`src/csma_ifs_pkg.sv`:
```
package csma_ifs_pkg;
    // ==========================================================
    // timing
    localparam int CLK_PERIOD_NS = 40;
    localparam int SYMBOL_PERIOD_NS = 16000;
    localparam int SYMBOL_CYCLES =
        (SYMBOL_PERIOD_NS + CLK_PERIOD_NS - 1) / CLK_PERIOD_NS;
    localparam logic [8:0] SYMBOL_LAST = 9'(SYMBOL_CYCLES - 1);
    localparam int BACKOFF_UNIT_SYMBOLS = 20;
    localparam logic [4:0] BACKOFF_LAST = 5'(BACKOFF_UNIT_SYMBOLS - 1);
    localparam logic [6:0] MAX_SIFS_OCTETS = 7'h12;
    localparam logic [2:0] MAX_BE = 3'h5;
    localparam logic [2:0] BLE_MAX_BE = 3'h2;
    localparam logic [1:0] CW_SLOTTED = 2'h2;
    localparam logic [1:0] CW_UNSLOTTED = 2'h1;
    localparam logic [15:0] LFSR_SEED = 16'hACE1;

    // ==========================================================
    // register map
    localparam int ADDR_W = 10;
    localparam int NUM_REGS = 31;
    typedef logic [ADDR_W-1:0] addr_t;
    localparam addr_t REG_OFFSET [NUM_REGS] = '{
        10'h000, 10'h010, 10'h011, 10'h013, 10'h01E, 10'h01F, 10'h020,
        10'h021, 10'h022, 10'h023, 10'h025, 10'h026, 10'h027, 10'h02E,
        10'h035, 10'h224, 10'h225, 10'h226, 10'h227, 10'h228, 10'h229,
        10'h230, 10'h231, 10'h232, 10'h233, 10'h234, 10'h235, 10'h236,
        10'h237, 10'h238, 10'h239};
    // reserved bits are not stored and read as zero
    localparam logic [7:0] REG_WMASK [NUM_REGS] = '{
        8'h2F, 8'hFF, 8'hFF, 8'hFF, 8'hFF, 8'hFF, 8'h0F,
        8'hFF, 8'hFF, 8'hFF, 8'hF0, 8'h08, 8'hF0, 8'hFF,
        8'hFF, 8'hFF, 8'hFF, 8'hFF, 8'hFF, 8'hFF, 8'h83,
        8'hFF, 8'hFF, 8'hFF, 8'hFF, 8'hFF, 8'hFF, 8'hFF,
        8'hFF, 8'hFF, 8'hFF};
    localparam logic [7:0] REG_RESET [NUM_REGS] = '{
        8'h00, 8'h00, 8'h1C, 8'h00, 8'h00, 8'h00, 8'h00,
        8'h84, 8'h00, 8'h00, 8'h00, 8'h00, 8'h50, 8'h75,
        8'h00, 8'h00, 8'h00, 8'h00, 8'h00, 8'h00, 8'h00,
        8'h00, 8'h00, 8'h00, 8'h00, 8'h00, 8'h00, 8'h00,
        8'h00, 8'h00, 8'h00};
    localparam int IDX_TX_MAC_CONTROL = 2;
    localparam int IDX_TX_PENDING_CONTROL = 7;
    localparam int IDX_TURNAROUND_REGISTER = 12;
    localparam int IDX_TX_SETTLE_REGISTER = 13;
    localparam addr_t REG_CSMA_STATUS = 10'h03F;

    // ==========================================================
    // field positions
    localparam int BYPASS_BIT = 7;
    localparam int BLE_BIT = 6;
    localparam int SLOTTED_BIT = 5;
    localparam int MINBE_LSB = 3;
    localparam int MAXBO_LSB = 0;
    localparam int SHORT_BASE_LSB = 0;
    localparam int SETTLE_LSB = 4;
    localparam int LONG_BASE_LSB = 2;
    localparam int TURN_BASE_LSB = 4;

    // ==========================================================
    // types
    typedef enum logic [2:0] {
        ST_IDLE     = 3'b000,
        ST_TURN     = 3'b001,
        ST_GAP      = 3'b010,
        ST_BACKOFF  = 3'b011,
        ST_CCA      = 3'b100,
        ST_CCA_WAIT = 3'b101,
        ST_ON_AIR   = 3'b110,
        ST_ACK_WAIT = 3'b111
    } state_t;
    typedef enum logic [1:0] {
        KIND_DATA   = 2'b00,
        KIND_ACK    = 2'b01,
        KIND_BEACON = 2'b10
    } kind_t;
endpackage

```
`src/csma_ifs_timing.sv`:
```
`timescale 1ns/1ps
module csma_ifs_timing
    import csma_ifs_pkg::*;
(
    // clock and reset
    input  wire logic              i_clk,
    input  wire logic              i_rst_n,
    // register port
    input  wire logic [ADDR_W-1:0] i_reg_addr,
    input  wire logic              i_reg_wr,
    input  wire logic              i_reg_rd,
    input  wire logic [7:0]        i_reg_wdata,
    output logic      [7:0]        o_reg_rdata,
    // transmit request
    input  wire logic              i_tx_req,
    input  wire logic [1:0]        i_tx_kind,
    input  wire logic [6:0]        i_tx_len,
    input  wire logic              i_tx_ack_req,
    input  wire logic              i_tx_after_datareq,
    output logic                   o_busy,
    // superframe
    input  wire logic              i_in_cap,
    input  wire logic              i_slot_boundary,
    // channel assessment
    output logic                   o_cca_req,
    input  wire logic              i_cca_done,
    input  wire logic              i_cca_clear,
    // radio
    output logic                   o_tx_go,
    input  wire logic              i_tx_done,
    input  wire logic              i_ack_done,
    output logic                   o_access_fail
);

    // ==========================================================
    // register file
    logic [7:0]          regs_ff [NUM_REGS];
    logic [7:0]          nxt_regs [NUM_REGS];
    logic [NUM_REGS-1:0] hit;
    logic [7:0]          rdata_ff;
    logic [7:0]          nxt_rdata;
    logic [7:0]          rd_val;
    state_t              state_ff;
    state_t              nxt_state;
    logic [2:0]          nb_ff;
    logic [2:0]          nxt_nb;
    logic [1:0]          cw_ff;
    logic [1:0]          nxt_cw;

    genvar g;
    generate
        for (g = 0; g < NUM_REGS; g++) begin : g_reg
            assign hit[g] = (i_reg_addr == REG_OFFSET[g]);
            always_comb begin
                nxt_regs[g] = regs_ff[g];
                if (i_reg_wr && hit[g]) begin
                    nxt_regs[g] = i_reg_wdata & REG_WMASK[g];
                end
            end
            always_ff @(posedge i_clk or negedge i_rst_n) begin
                if (!i_rst_n) begin
                    regs_ff[g] <= REG_RESET[g];
                end else begin
                    regs_ff[g] <= nxt_regs[g];
                end
            end
        end
    endgenerate

    // unmapped addresses read as zero
    always_comb begin
        rd_val = 8'h00;
        for (int i = 0; i < NUM_REGS; i++) begin
            if (hit[i]) begin
                rd_val = regs_ff[i];
            end
        end
        if (i_reg_addr == REG_CSMA_STATUS) begin
            rd_val = {state_ff, nb_ff, cw_ff};
        end
        nxt_rdata = i_reg_rd ? rd_val : rdata_ff;
    end

    always_ff @(posedge i_clk or negedge i_rst_n) begin
        if (!i_rst_n) begin
            rdata_ff <= 8'h00;
        end else begin
            rdata_ff <= nxt_rdata;
        end
    end

    assign o_reg_rdata = rdata_ff;

    // ==========================================================
    // configuration fields
    logic       cfg_bypass;
    logic       cfg_ble;
    logic       cfg_slotted;
    logic [1:0] cfg_minbe;
    logic [2:0] cfg_maxbo;
    logic [3:0] short_base;
    logic [3:0] settle;
    logic [5:0] long_base;
    logic [3:0] turn_base;
    logic [6:0] short_gap;
    logic [6:0] long_gap;
    logic [6:0] turn_time;

    assign cfg_bypass  = regs_ff[IDX_TX_MAC_CONTROL][BYPASS_BIT];
    assign cfg_ble     = regs_ff[IDX_TX_MAC_CONTROL][BLE_BIT];
    assign cfg_slotted = regs_ff[IDX_TX_MAC_CONTROL][SLOTTED_BIT];
    assign cfg_minbe   = regs_ff[IDX_TX_MAC_CONTROL][MINBE_LSB +: 2];
    assign cfg_maxbo   = regs_ff[IDX_TX_MAC_CONTROL][MAXBO_LSB +: 3];
    assign short_base  = regs_ff[IDX_TX_SETTLE_REGISTER][SHORT_BASE_LSB +: 4];
    assign settle      = regs_ff[IDX_TX_SETTLE_REGISTER][SETTLE_LSB +: 4];
    assign long_base   = regs_ff[IDX_TX_PENDING_CONTROL][LONG_BASE_LSB +: 6];
    assign turn_base   = regs_ff[IDX_TURNAROUND_REGISTER][TURN_BASE_LSB +: 4];
    assign short_gap   = {3'h0, short_base} + {3'h0, settle};
    assign long_gap    = {1'h0, long_base} + {3'h0, settle};
    assign turn_time   = {3'h0, turn_base} + {3'h0, settle};

    // ==========================================================
    // symbol and backoff timebase
    logic [8:0] sym_cnt_ff;
    logic [8:0] nxt_sym_cnt;
    logic [4:0] bo_cnt_ff;
    logic [4:0] nxt_bo_cnt;
    logic       sym_tick;
    logic       bo_tick;

    assign sym_tick = (sym_cnt_ff == SYMBOL_LAST);
    // free-running, so unslotted backoffs relate to no other node
    assign bo_tick  = sym_tick && (bo_cnt_ff == BACKOFF_LAST);

    always_comb begin
        nxt_sym_cnt = sym_tick ? 9'h000 : sym_cnt_ff + 9'h001;
        nxt_bo_cnt  = bo_cnt_ff;
        if (sym_tick) begin
            nxt_bo_cnt = bo_tick ? 5'h00 : bo_cnt_ff + 5'h01;
        end
    end

    always_ff @(posedge i_clk or negedge i_rst_n) begin
        if (!i_rst_n) begin
            sym_cnt_ff <= 9'h000;
            bo_cnt_ff  <= 5'h00;
        end else begin
            sym_cnt_ff <= nxt_sym_cnt;
            bo_cnt_ff  <= nxt_bo_cnt;
        end
    end

    // ==========================================================
    // random source for backoff draws
    logic [15:0] lfsr_ff;
    logic [15:0] nxt_lfsr;

    always_comb begin
        nxt_lfsr = {lfsr_ff[14:0],
                    lfsr_ff[15] ^ lfsr_ff[13] ^ lfsr_ff[12] ^ lfsr_ff[10]};
    end

    always_ff @(posedge i_clk or negedge i_rst_n) begin
        if (!i_rst_n) begin
            lfsr_ff <= LFSR_SEED;
        end else begin
            lfsr_ff <= nxt_lfsr;
        end
    end

    // ==========================================================
    // access sequencer
    logic [2:0] be_ff;
    logic [2:0] nxt_be;
    logic [4:0] bo_left_ff;
    logic [4:0] nxt_bo_left;
    logic [6:0] gap_ff;
    logic [6:0] nxt_gap;
    logic       slotted_ff;
    logic       nxt_slotted;
    logic       csma_ff;
    logic       nxt_csma;
    logic       ack_req_ff;
    logic       nxt_ack_req;
    logic       long_ff;
    logic       nxt_long;
    logic       go_ff;
    logic       nxt_go;
    logic       fail_ff;
    logic       nxt_fail;
    logic       unit_tick;
    logic [2:0] be_first;
    logic [2:0] be_up;
    logic [6:0] gap_after;

    // slotted backoffs count only coordinator slot boundaries
    assign unit_tick = slotted_ff ? i_slot_boundary : bo_tick;
    assign be_first  = (slotted_ff && cfg_ble && cfg_minbe > 2'(BLE_MAX_BE)) ?
                       BLE_MAX_BE : {1'h0, cfg_minbe};
    assign be_up     = (be_ff >= MAX_BE) ? MAX_BE : be_ff + 3'h1;
    // one extra symbol covers the partial first symbol
    assign gap_after = (long_ff ? long_gap : short_gap) + 7'h01;

    function automatic logic [4:0] draw(input logic [2:0] be, input logic [4:0] rnd);
        logic [5:0] span;
        span = (6'h01 << be) - 6'h01;
        return rnd & span[4:0];
    endfunction

    always_comb begin
        nxt_state   = state_ff;
        nxt_be      = be_ff;
        nxt_nb      = nb_ff;
        nxt_cw      = cw_ff;
        nxt_bo_left = bo_left_ff;
        nxt_gap     = gap_ff;
        nxt_slotted = slotted_ff;
        nxt_csma    = csma_ff;
        nxt_ack_req = ack_req_ff;
        nxt_long    = long_ff;
        nxt_go      = 1'b0;
        nxt_fail    = 1'b0;
        if (sym_tick && gap_ff != 7'h00) begin
            nxt_gap = gap_ff - 7'h01;
        end
        case (state_ff)
            ST_IDLE: begin
                if (i_tx_req) begin
                    nxt_ack_req = i_tx_ack_req && (i_tx_kind == KIND_DATA);
                    nxt_long    = i_tx_len > MAX_SIFS_OCTETS;
                    nxt_slotted = cfg_slotted;
                    nxt_csma    = (i_tx_kind == KIND_DATA) && !cfg_bypass &&
                                  !(cfg_slotted && (!i_in_cap || i_tx_after_datareq));
                    if (i_tx_kind == KIND_ACK) begin
                        nxt_gap   = turn_time + 7'h01;
                        nxt_state = ST_TURN;
                    end else if (i_tx_kind == KIND_BEACON) begin
                        nxt_go    = 1'b1;
                        nxt_state = ST_ON_AIR;
                    end else begin
                        nxt_state = ST_GAP;
                    end
                end
            end
            ST_TURN: begin
                if (gap_ff == 7'h00) begin
                    nxt_go    = 1'b1;
                    nxt_state = ST_ON_AIR;
                end
            end
            ST_GAP: begin
                if (gap_ff == 7'h00) begin
                    if (csma_ff) begin
                        nxt_nb      = 3'h0;
                        nxt_cw      = slotted_ff ? CW_SLOTTED : CW_UNSLOTTED;
                        nxt_be      = be_first;
                        nxt_bo_left = draw(be_first, lfsr_ff[4:0]);
                        nxt_state   = ST_BACKOFF;
                    end else begin
                        nxt_go    = 1'b1;
                        nxt_state = ST_ON_AIR;
                    end
                end
            end
            ST_BACKOFF: begin
                if (unit_tick) begin
                    if (bo_left_ff == 5'h00) begin
                        nxt_state = ST_CCA;
                    end else begin
                        nxt_bo_left = bo_left_ff - 5'h01;
                    end
                end
            end
            ST_CCA: begin
                nxt_state = ST_CCA_WAIT;
            end
            ST_CCA_WAIT: begin
                if (i_cca_done) begin
                    if (i_cca_clear) begin
                        if (cw_ff == 2'h1) begin
                            nxt_go    = 1'b1;
                            nxt_state = ST_ON_AIR;
                        end else begin
                            // second assessment on the next boundary
                            nxt_cw      = cw_ff - 2'h1;
                            nxt_bo_left = 5'h00;
                            nxt_state   = ST_BACKOFF;
                        end
                    end else if (nb_ff >= cfg_maxbo) begin
                        nxt_fail  = 1'b1;
                        nxt_state = ST_IDLE;
                    end else begin
                        nxt_nb      = nb_ff + 3'h1;
                        nxt_be      = be_up;
                        nxt_cw      = slotted_ff ? CW_SLOTTED : CW_UNSLOTTED;
                        nxt_bo_left = draw(be_up, lfsr_ff[4:0]);
                        nxt_state   = ST_BACKOFF;
                    end
                end
            end
            ST_ON_AIR: begin
                if (i_tx_done) begin
                    if (ack_req_ff) begin
                        nxt_state = ST_ACK_WAIT;
                    end else begin
                        nxt_gap   = gap_after;
                        nxt_state = ST_IDLE;
                    end
                end
            end
            ST_ACK_WAIT: begin
                if (i_ack_done) begin
                    nxt_gap   = gap_after;
                    nxt_state = ST_IDLE;
                end
            end
            default: begin
                nxt_state = ST_IDLE;
            end
        endcase
    end

    always_ff @(posedge i_clk or negedge i_rst_n) begin
        if (!i_rst_n) begin
            state_ff   <= ST_IDLE;
            be_ff      <= 3'h0;
            nb_ff      <= 3'h0;
            cw_ff      <= 2'h0;
            bo_left_ff <= 5'h00;
            gap_ff     <= 7'h00;
            slotted_ff <= 1'b0;
            csma_ff    <= 1'b0;
            ack_req_ff <= 1'b0;
            long_ff    <= 1'b0;
            go_ff      <= 1'b0;
            fail_ff    <= 1'b0;
        end else begin
            state_ff   <= nxt_state;
            be_ff      <= nxt_be;
            nb_ff      <= nxt_nb;
            cw_ff      <= nxt_cw;
            bo_left_ff <= nxt_bo_left;
            gap_ff     <= nxt_gap;
            slotted_ff <= nxt_slotted;
            csma_ff    <= nxt_csma;
            ack_req_ff <= nxt_ack_req;
            long_ff    <= nxt_long;
            go_ff      <= nxt_go;
            fail_ff    <= nxt_fail;
        end
    end

    assign o_busy        = (state_ff != ST_IDLE);
    assign o_cca_req     = (state_ff == ST_CCA);
    assign o_tx_go       = go_ff;
    assign o_access_fail = fail_ff;
endmodule

```
`config.mk`:
```
export PLATFORM = sky130hd
export DESIGN_NAME = csma_ifs_timing
export DESIGN_NICKNAME = d
export VERILOG_FILES = /design/src/csma_ifs_pkg.sv /design/src/csma_ifs_timing.sv
export SDC_FILE = /design/constraint.sdc
export NUM_CORES = 1
export LEC_CHECK = 0
export ABC_AREA = 1
export BUFFER_PORTS_ARGS = -buffer_cell sky130_fd_sc_hd__clkbuf_2
export CORE_UTILIZATION = 30
export DETAILED_ROUTE_END_ITERATION = 12
export PLACE_DENSITY_LB_ADDON = 0.05
export SYNTH_ARGS = -nofsm -noshare
export SYNTH_HDL_FRONTEND = slang
export SYNTH_SLANG_ARGS = --single-unit
```
`constraint.sdc`:
```
create_clock -name i_clk -period 5.6 [get_ports i_clk]
set_clock_uncertainty 0.2 [all_clocks]
set_input_delay 1.68 -clock i_clk [delete_from_list [all_inputs] [get_ports i_clk]]
set_output_delay 1.68 -clock i_clk [all_outputs]
set_load 0.01 [all_outputs]
```
# Yosys cells after proc, flatten, opt, wreduce, memory -nomap -nowiden
# Cells that the tools add are included.
[classes]
shifts = 2
addsub = 14
eq_ne = 57
reduce_logical = 57
order_cmp = 4
mux = 104
bitwise = 5
[op_table]
columns = ["cell", "n"]
rows = [
  ["2-to-1 mux 8 bit", 31],
  ["== test 10 bit, second input constant", 16],
  ["== test 10 x 6 -> 1 bit, second input constant", 10],
  ["2-to-1 mux 3 bit", 25],
  ["== test 10 x 5 -> 1 bit, second input constant", 5],
  ["2-to-1 mux 7 bit", 7],
  ["2-to-1 mux 5 bit", 9],
  ["logical AND 1 bit", 39],
  ["inequality test 2 bit, second input constant", 12],
  ["case mux 3 bit (8 select lines)", 1],
  ["case mux 7 bit (3 select lines)", 1],
  ["2-to-1 mux 2 bit", 9],
  ["AND reduction 8 bit", 2],
  ["case mux 5 bit (3 select lines)", 1],
  ["subtractor 5 x 1 -> 5 bit, second input constant", 3],
  ["2-to-1 mux 1 bit", 14],
  ["== test 3 bit, second input constant", 4],
  ["case mux 3 bit (2 select lines)", 2],
  ["AND reduction 6 bit", 2],
  ["adder 4 x 4 -> 5 bit", 2],
  ["AND 5 bit", 2],
  ["logical NOT 10 bit", 1],
  ["adder 9 x 1 -> 9 bit, second input constant", 1],
  ["== test 9 bit, second input constant", 1],
  ["other kinds (34)", 43],
]
[word_totals]
in_bits = 40
regBits = 288

# Depth between registers and ports, before layout
# Gate-level depths: netlist of the first run.
[logic_depth]
word_depth = 33
mapped_depth = 27
mapped_depth_nobuf = 27

# Worst setup path after synthesis of the first run
# Ideal clock, no wire load.
[synth_timing]
path_kind = "input to register"
startpoint = "input port i_reg_addr[7]"
endpoint = "register rdata_ff[7] (netlist: o_reg_rdata[7])"
path_slack_ps = 1949
setup_time_ps = 120
arrival_ps = 3331
cell_stages = 23
cell_sequence = "nor2_4 > nand2_1 > nor2_4 > inv_4 > nor2_8 > inv_2 > or2_0 > nand2_1 > nand2_1 > nand2_1 > nand2_1 > nand2_1 > nand2_1 > nand2_1 > nand4_1 > nand2_1 > nand2_1 > nand2_1 > nand4_1 > nor2_1 > nand4_1 > nand2_1 > a21oi_2"
[synth_via]
elab_chain_len = 32
[synth_rtl]
columns = ["item", "line", "text"]
rows = [
  ["start: declaration", "csma_ifs_timing.sv:9", "input wire logic [ADDR_W-1:0] i_reg_addr,"],
  ["== test 10 x 5 -> 1 bit", "csma_ifs_timing.sv:53", "assign hit[g] = (i_reg_addr == REG_OFFSET[g]);"],
  ["2-to-1 mux 8 bit (30 in series)", "csma_ifs_timing.sv:74", "if (hit[i]) begin"],
  ["2-to-1 mux 8 bit *", "csma_ifs_timing.sv:78", "if (i_reg_addr == REG_CSMA_STATUS) begin"],
  ["end signal: assignment", "csma_ifs_timing.sv:88", "rdata_ff <= nxt_rdata;"],
  ["end: declaration", "csma_ifs_timing.sv:40", "logic [7:0] rdata_ff;"],
]
# Every way passes the cells marked *; elsewhere a longest branch is shown, timed or not.
# A chain may end at the register's enable or synchronous reset.

# Final worst setup path of the first run
[layout_timing]
startpoint = "input port i_reg_addr[0]"
endpoint = "register rdata_ff[2] (netlist: o_reg_rdata[2])"
[layout_via]
elab_chain_len = 33
[layout_rtl]
columns = ["item", "line"]
rows = [
  ["logical NOT 10 bit", "csma_ifs_timing.sv:53"],
  ["2-to-1 mux 6 bit", "csma_ifs_timing.sv:74"],
  ["2-to-1 mux 8 bit (30 in series)", "csma_ifs_timing.sv:74"],
  ["2-to-1 mux 8 bit *", "csma_ifs_timing.sv:78"],
]
# Marks and branches as above.

==> impl_metrics.tcl, run 1 <==
set metrics [dict create \
    outcome "finished, violations left" \
    failed_checks "DRC" \
    first_global_vias 11640 \
    post_cts.repair.setup_buffers 0 \
    synth.ff_latch_count 288 \
    buffer_ports.inserted 51 \
    rows 79 \
    timing.final.crit_period_ps 4282 \
    hold-path-endpoint "lfsr_ff[9]" \
    synth_common_cells "sky130_fd_sc_hd__nand2_1 (541), sky130_fd_sc_hd__dfrtp_1 (268), sky130_fd_sc_hd__o21ai_0 (264)" \
    grt_max_degree 105 \
    fin_crit_sh 0.7646 \
    rsz0062_at_grt "false" \
    final-max-slew-violation-count 0 \
    post-synth-top-area-cell "sky130_fd_sc_hd__dfrtp_1" \
    start_util 0.3060 \
    worst_ir_drop_vdd_uv 215.2 \
    pwr_density_cell_nw_per_um2 286.3 \
    startpoint_kind_of_the_worst_setup_timing_path "input port" \
    clock-root-buffer "sky130_fd_sc_hd__clkbuf_16" \
    synth_async_sr_flop_share 1.000 \
    most_instantiated_flip_flop_cell_in_the_synthesis_netlist "sky130_fd_sc_hd__dfrtp_1" \
    drive_above_1_share 0.1197 \
    timing.rr.end "nb_ff[2]" \
    criticalPathCategory "input port to register" \
    min-delay-path-class "register to register" \
    critical_path.cell_chain "clkbuf_2 -> nor2_1 -> nand2_2 -> nor3_1 -> nand2_1 -> inv_2 -> nand2_1 -> nand2_1 -> a21oi_1 -> nand4_1 -> nand2_1 -> nand3_1 -> nand2_1 -> nand4_1 -> nor2_1 -> nand3_1 -> nand2_1 -> nand4_1 -> nor2_1 -> nand4_1 -> nor2_1 -> nand4_1 -> nand2_1 -> inv_1" \
    layout.nets 1914 \
    area.sequential_sq_um 7232 \
    netlist_top_cells_area "sky130_fd_sc_hd__dfrtp_1 (47%), sky130_fd_sc_hd__nand2_1 (14%), sky130_fd_sc_hd__o21ai_0 (9.2%)" \
    gp_congestion 0.8611 \
    r2r.worst_path.cells 11 \
    place_hpwl_mm 31.95 \
    post_synth.cell_area_avg_sq_um 8.023 \
    grt_first_pass_wirelength_mm 70.46 \
    crit_path_max_incr_delay_ps 290 \
    clock_latency_ps 550 \
    internal_reg_to_reg_setup_slack_ps 2670 \
    vertical_die_dimension_um 220.4 \
    tritoncts.num_buffers 37 \
    report.final.hold_viol_count 0 \
    drtAntennaViolNets 0 \
    worst_min_path_start "lfsr_ff[8]" \
    route.detailed.wl_per_inst_um 18.22 \
    achievable-frequency_mhz 233.5 \
    timing.rr.start "gap_ff[3]" \
    worst_slack_ps 1318 \
    critPathRequiredTime_ps 5840 \
    syn_nets 1853 \
    hold_path_depth 0 \
    postCtsHoldBufs 0 \
    post_synth_inst_count 1783 \
    yosys.cell_types.count 60 \
    htree_levels 2 \
    post_cts_resized 0 \
    seq_area_frac_synth 0.5056 \
    layout-area-overhead-vs-synth_pct 15.54 \
    cp_top_family "simple AND/OR/NAND/NOR gates" \
    cts.sinks 288 \
    crit_path_start "i_reg_addr[0]" \
    yosys_warnings 0 \
    drt-pass1-iter-count 9 \
    dpl_worst_slack_ps 692.4 \
    final_core_util 0.3535 \
    drt-total-wl_mm 45.15 \
    critPathBufInv 3 \
    power.leakage_uw 0.007359 \
    syn-cell-area_sq_um 14300 \
    n_antenna_cell 0 \
    remaining_drc_errors 4 \
    post-synth-top-count-cell "sky130_fd_sc_hd__nand2_1" \
    max_slew_margin 0.3254 \
    dr_total_vias 11870 \
    fp.dieW_um 220.4 \
    drt_iter0_drcs 836 \
    synth_enable_flop_cells 0 \
    grt_usage 0.1919 \
    overflow 0 \
    boundaryPins 52 \
    core-area_sq_um 46750 \
    worst_setup_path_end_kind "register" \
    max_slew.worst_pin.slew_ps 1011 \
    worstPathMaxFanout 5 \
    max_cap_violations 0 \
    bufs_on_longest_clock_path 3 \
    total_area_of_multi_input_combinational_cells_sq_um 6162 \
    worst_path_max_delay_cell "sky130_fd_sc_hd__nor2_1" \
    cts_tree "built" \
    crit_path_frequent_cell "sky130_fd_sc_hd__nand2_1" \
    antenna_found_initial 0 \
    route.detailed.vias_per_inst 4.791 \
    clk_transition_reported_paths_ps 60 \
    worstPathArrival_ps 4520 \
    finalSetupViolCount 0 \
    fin_setup_tns_ps 0 \
    layout.filler_cells 4947 \
    total_die_area_sq_um 48560 \
    yosysTopAreaCellShare 0.4688 \
]
## state kept, by name, indices dropped and copies added (netlist names), 2 cells and up
signal       count
regs_ff        207
lfsr_ff         16
sym_cnt_ff       9
o_reg_rdata      8
gap_ff           7
long_base        6
bo_cnt_ff        5
bo_left_ff       5
be_ff            3
cfg_maxbo        3
nb_ff            3
state_ff         3
cfg_minbe        2
cw_ff            2
## area by class of cell
type	instances	share of cell area
clock buffers	56	0.06457
inverters	190	0.04330
multi-input cells	1254	0.3728
clock inverters	10	0.008251
flip-flops and latches	288	0.4375
well taps	607	0.04595
repair buffers	73	0.02755
## worst max-delay path by stage
stage                endpoint  slack [ps]  cells after the start
2_1_floorplan  o_reg_rdata[7]        1950                     23
3_3_place_gp   o_reg_rdata[2]         670                     24
3_5_place_dp   o_reg_rdata[2]         690                     24
4_1_cts        o_reg_rdata[2]        1270                     24
6_report       o_reg_rdata[2]        1320                     24
5_1_grt        o_reg_rdata[2]        1000                     24
## report_power, final
group,switching (uW),internal [uW],total [uW]
clock,946,1460,2400
sequential,21.3,2110,2130
combinational,150,48.3,198
total,1120,3620,4730
## cells in the final DEF (no fill, tap or decap), drive strengths merged, types with 2 or more instances in the layout
master  Yosys  layout
dfstp      20      20
clkbuf     46     106
nand2     550     550
dfrtp     268     268
and2        2       2
bufinv      0       3
inv       189     192
xor2       10      10
nor2      140     140
o31ai       3       3
buf         5      23
a21oi      43      43
a211oi      4       4
fa          3       3
a32oi       3       3
o221ai      7       7
nor4       10      10
a31oi       6       6
o22ai       4       4
nand4      47      47
nand3b      2       2
ha         27      27
nand3      43      43
or2        21      21
o211ai      5       5
nor3       26      26
o21ai     274     274
a211o       2       2
nor3b       2       2
clkinv      1       5
xnor2      10      10
## metrics by stage
stage / hold slack (ps) / cells / total power (uW) / instance area (sq um)
global route: 155.7 / 2478 / 4897 / 16530
CTS: 148.1 / 2478 / 4816 / 16530
floorplan: 131.2 / 1783 / 2242 / 14310
finish: 144.1 / 2478 / 4733 / 16530
detailed placement: 135.8 / 2412 / 2374 / 15320
global placement: 135.4 / 2412 / 2374 / 15320
## routing by layer
layer / track usage / part of all wire
met4: 0.05908 / 0.024
met5: 0 / 0
met3: 0.02419 / 0.040
met2: 0.2886 / 0.43
met1: 0.2846 / 0.50
## cell families after synthesis
| family | after synthesis | share of synthesized area |
|---|---|---|
| AO/OA/AOI/OAI | 358 | 0.1351 |
| XOR/XNOR | 20 | 0.01224 |
| adder cells (fa/ha/maj) | 30 | 0.02781 |
| buffers and inverters | 241 | 0.06368 |
| flip-flops | 288 | 0.5056 |
| AND/OR/NAND/NOR | 846 | 0.2556 |
No activity file was read; power rests on OpenSTA's default activity.
==> run 2: changes to the inputs <==
- clock period: 5.6 -> 4.5 ns (I/O delays scaled with it)
==> run 2 against run 1 <==
- the flow still finishes with violations (DRC)
- highest routed layer unchanged
- first-iteration DRC count shrank 1.6%
- largest power group unchanged
- cell count grew 0.97%
- die area is the same
- count of clock-buffer cells in the layout shrank 2
- critical path type unchanged
- core utilization grew 0.22 points
==> impl_metrics.tcl, run 2 (same netlist as run 1, synthesis figures left out) <==
set metrics [dict create \
    outcome "finished, violations left" \
    failed_checks "DRC" \
    rows 79 \
    cts.sinks 288 \
    drtAntennaViolNets 0 \
    pwr_density_cell_nw_per_um2 340.1 \
    worst_setup_path_end_kind "register" \
    overflow 0 \
    grt_max_degree 85 \
    remaining_drc_errors 8 \
    timing.hold.ws_ps 146.4 \
    timing.rr.end "o_reg_rdata[0]" \
    power.leakage_uw 0.007441 \
    achievable-frequency_mhz 250.0 \
    largest-register "regs_ff" \
    max_slew.worst_pin.slew_ps 924.5 \
    post_cts.repair.setup_buffers 0 \
    core-area_sq_um 46750 \
    grt_usage 0.1991 \
    worst_min_path_start "lfsr_ff[8]" \
    largest_register_ffs 207 \
    route.detailed.vias_per_inst 4.810 \
    rsz0062_at_grt "false" \
    drive_above_1_share 0.1305 \
    worstPathArrival_ps 4240 \
    fin_crit_sh 0.8889 \
    internal_reg_to_reg_setup_slack_ps 1370 \
    dr_total_vias 12040 \
    critPathRequiredTime_ps 4740 \
    start_util 0.3060 \
    final-max-slew-violation-count 0 \
    crit_path_start "i_reg_addr[1]" \
    layout.filler_cells 5043 \
    gr-usage-met1 0.2868 \
    layout-area-overhead-vs-synth_pct 16.28 \
    report.final.hold_viol_count 0 \
    biggestRegsByFlops "regs_ff: 207 flops, lfsr_ff: 16 flops, sym_cnt_ff: 9 flops" \
    grt_first_pass_wirelength_mm 72.63 \
    timing.final.crit_period_ps 4000 \
    grt_use_met2 0.3011 \
    r2r.worst_path.cells 18 \
    fin_total_pwr_uw 5658 \
    drt-total-wl_mm 46.63 \
    cts_tree "built" \
    place_hpwl_mm 33.06 \
    drt-pass1-iter-count 9 \
    max_cap_violations 0 \
    buffer_ports.inserted 51 \
    hold-path-endpoint "lfsr_ff[9]" \
    boundaryPins 52 \
    clock-root-buffer "sky130_fd_sc_hd__clkbuf_16" \
    layout.cells.most_common_list "sky130_fd_sc_hd__nand2_1 (541), sky130_fd_sc_hd__dfrtp_1 (268), sky130_fd_sc_hd__o21ai_0 (264)" \
    antenna_found_initial 3 \
    route.detailed.wl_per_inst_um 18.64 \
    hold_path_depth 0 \
    clock_latency_ps 540 \
    startpoint_kind_of_the_worst_setup_timing_path "input port" \
    worst_ir_drop_vdd_uv 209.1 \
    first_global_vias 12050 \
    total_die_area_sq_um 48560 \
    tritoncts.num_buffers 36 \
    post_cts_resized 0 \
    drt_iter0_drcs 823 \
    bufs_on_longest_clock_path 3 \
    timing.rr.start "cfg_maxbo[0]" \
    grt_most_used_layer "met2" \
    gp_congestion 0.8312 \
    worstPathMaxFanout 5 \
    criticalPathCategory "input port to register" \
    max_slew_margin 0.3830 \
    grtUsageMet3 0.03395 \
    fp.dieW_um 220.4 \
    fin_setup_tns_ps 0 \
    layout.nets 1940 \
    htree_levels 2 \
    min-delay-path-class "register to register" \
    finalSetupViolCount 0 \
    clk_transition_reported_paths_ps 60 \
    postCtsHoldBufs 0 \
    vertical_die_dimension_um 220.4 \
    final_common_cell "sky130_fd_sc_hd__nand2_1" \
]
## run 2: cell count changes in the layout (fill, tap and decap cells not counted)
cell / before / now
sky130_fd_sc_hd__clkbuf_8: 7 / 6
sky130_fd_sc_hd__diode_2: 0 / 2
sky130_fd_sc_hd__buf_4: 20 / 46
sky130_fd_sc_hd__buf_12: 2 / 3
sky130_fd_sc_hd__bufinv_16: 3 / 0
sky130_fd_sc_hd__clkbuf_1: 12 / 11
sky130_fd_sc_hd__inv_6: 3 / 0
sky130_fd_sc_hd__clkinv_4: 0 / 1
sky130_fd_sc_hd__clkinv_2: 4 / 6
## run 2: power by group
group,internal [uW],leakage [uW],switching (uW)
sequential,2630,0.00383,26.9
combinational,64.2,0.00308,190
clock,1600,0.000540,1140
## run 2: layout make-up
cell class | count | area (sq um) | area share
clock buffers | 54 | 1050 | 0.06311
clock inverters | 7 | 38.79 | 0.002332
inverters | 190 | 715.7 | 0.04303
diodes | 2 | 5.005 | 0.0003009
flip-flops and latches | 288 | 7232 | 0.4348
well taps | 607 | 759.5 | 0.04566
multi-input cells | 1254 | 6162 | 0.3705
repair buffers | 100 | 670.6 | 0.04032
## run 2: how the worst max path moves through the flow
stage	cells past startpoint	slack [ps]	to
floorplan	23	1180	o_reg_rdata[7]
global route	25	200	o_reg_rdata[6]
finish	23	500	o_reg_rdata[0]
detailed placement	20	-120	o_reg_rdata[4]
CTS	20	470	o_reg_rdata[4]
global placement	20	-90	o_reg_rdata[4]
## run 2: worst max-delay path, stage by stage
cell and delay [ps]:
sky130_fd_sc_hd__clkbuf_2 110, sky130_fd_sc_hd__inv_1 40, sky130_fd_sc_hd__nand2_1 170, sky130_fd_sc_hd__nor2_2 110
sky130_fd_sc_hd__nand2_2 90, sky130_fd_sc_hd__buf_4 120, sky130_fd_sc_hd__nor2_1 40, sky130_fd_sc_hd__nor3_1 250
sky130_fd_sc_hd__nand4_1 130, sky130_fd_sc_hd__nand2_1 100, sky130_fd_sc_hd__nand3_1 90, sky130_fd_sc_hd__nand2_1 90
sky130_fd_sc_hd__nand4_1 110, sky130_fd_sc_hd__nor2_1 210, sky130_fd_sc_hd__nand4_1 140, sky130_fd_sc_hd__nor2_1 240
sky130_fd_sc_hd__nand4_1 150, sky130_fd_sc_hd__nor2_1 210, sky130_fd_sc_hd__nand4_1 150, sky130_fd_sc_hd__nor2_1 110
sky130_fd_sc_hd__nand4_1 110, sky130_fd_sc_hd__nand2_1 80, sky130_fd_sc_hd__inv_1 30
## run 2: metrics by stage
step	util	cell area, sq um	instances	worst slack (ps)
after floorplan	-	14310	1783	1179
after global placement	0.3324	15540	2439	-85.85
after detailed placement	0.3324	15540	2439	-122.9
after CTS	0.3557	16630	2500	465.5
after global routing	0.3557	16630	2500	198.3
final	0.3558	16630	2502	499.8
## run 2: layer usage
metal,routed length [um],share of wire
met2,20350,0.44
met4,1117,0.024
met1,22980,0.49
met5,0,0
met3,2185,0.047
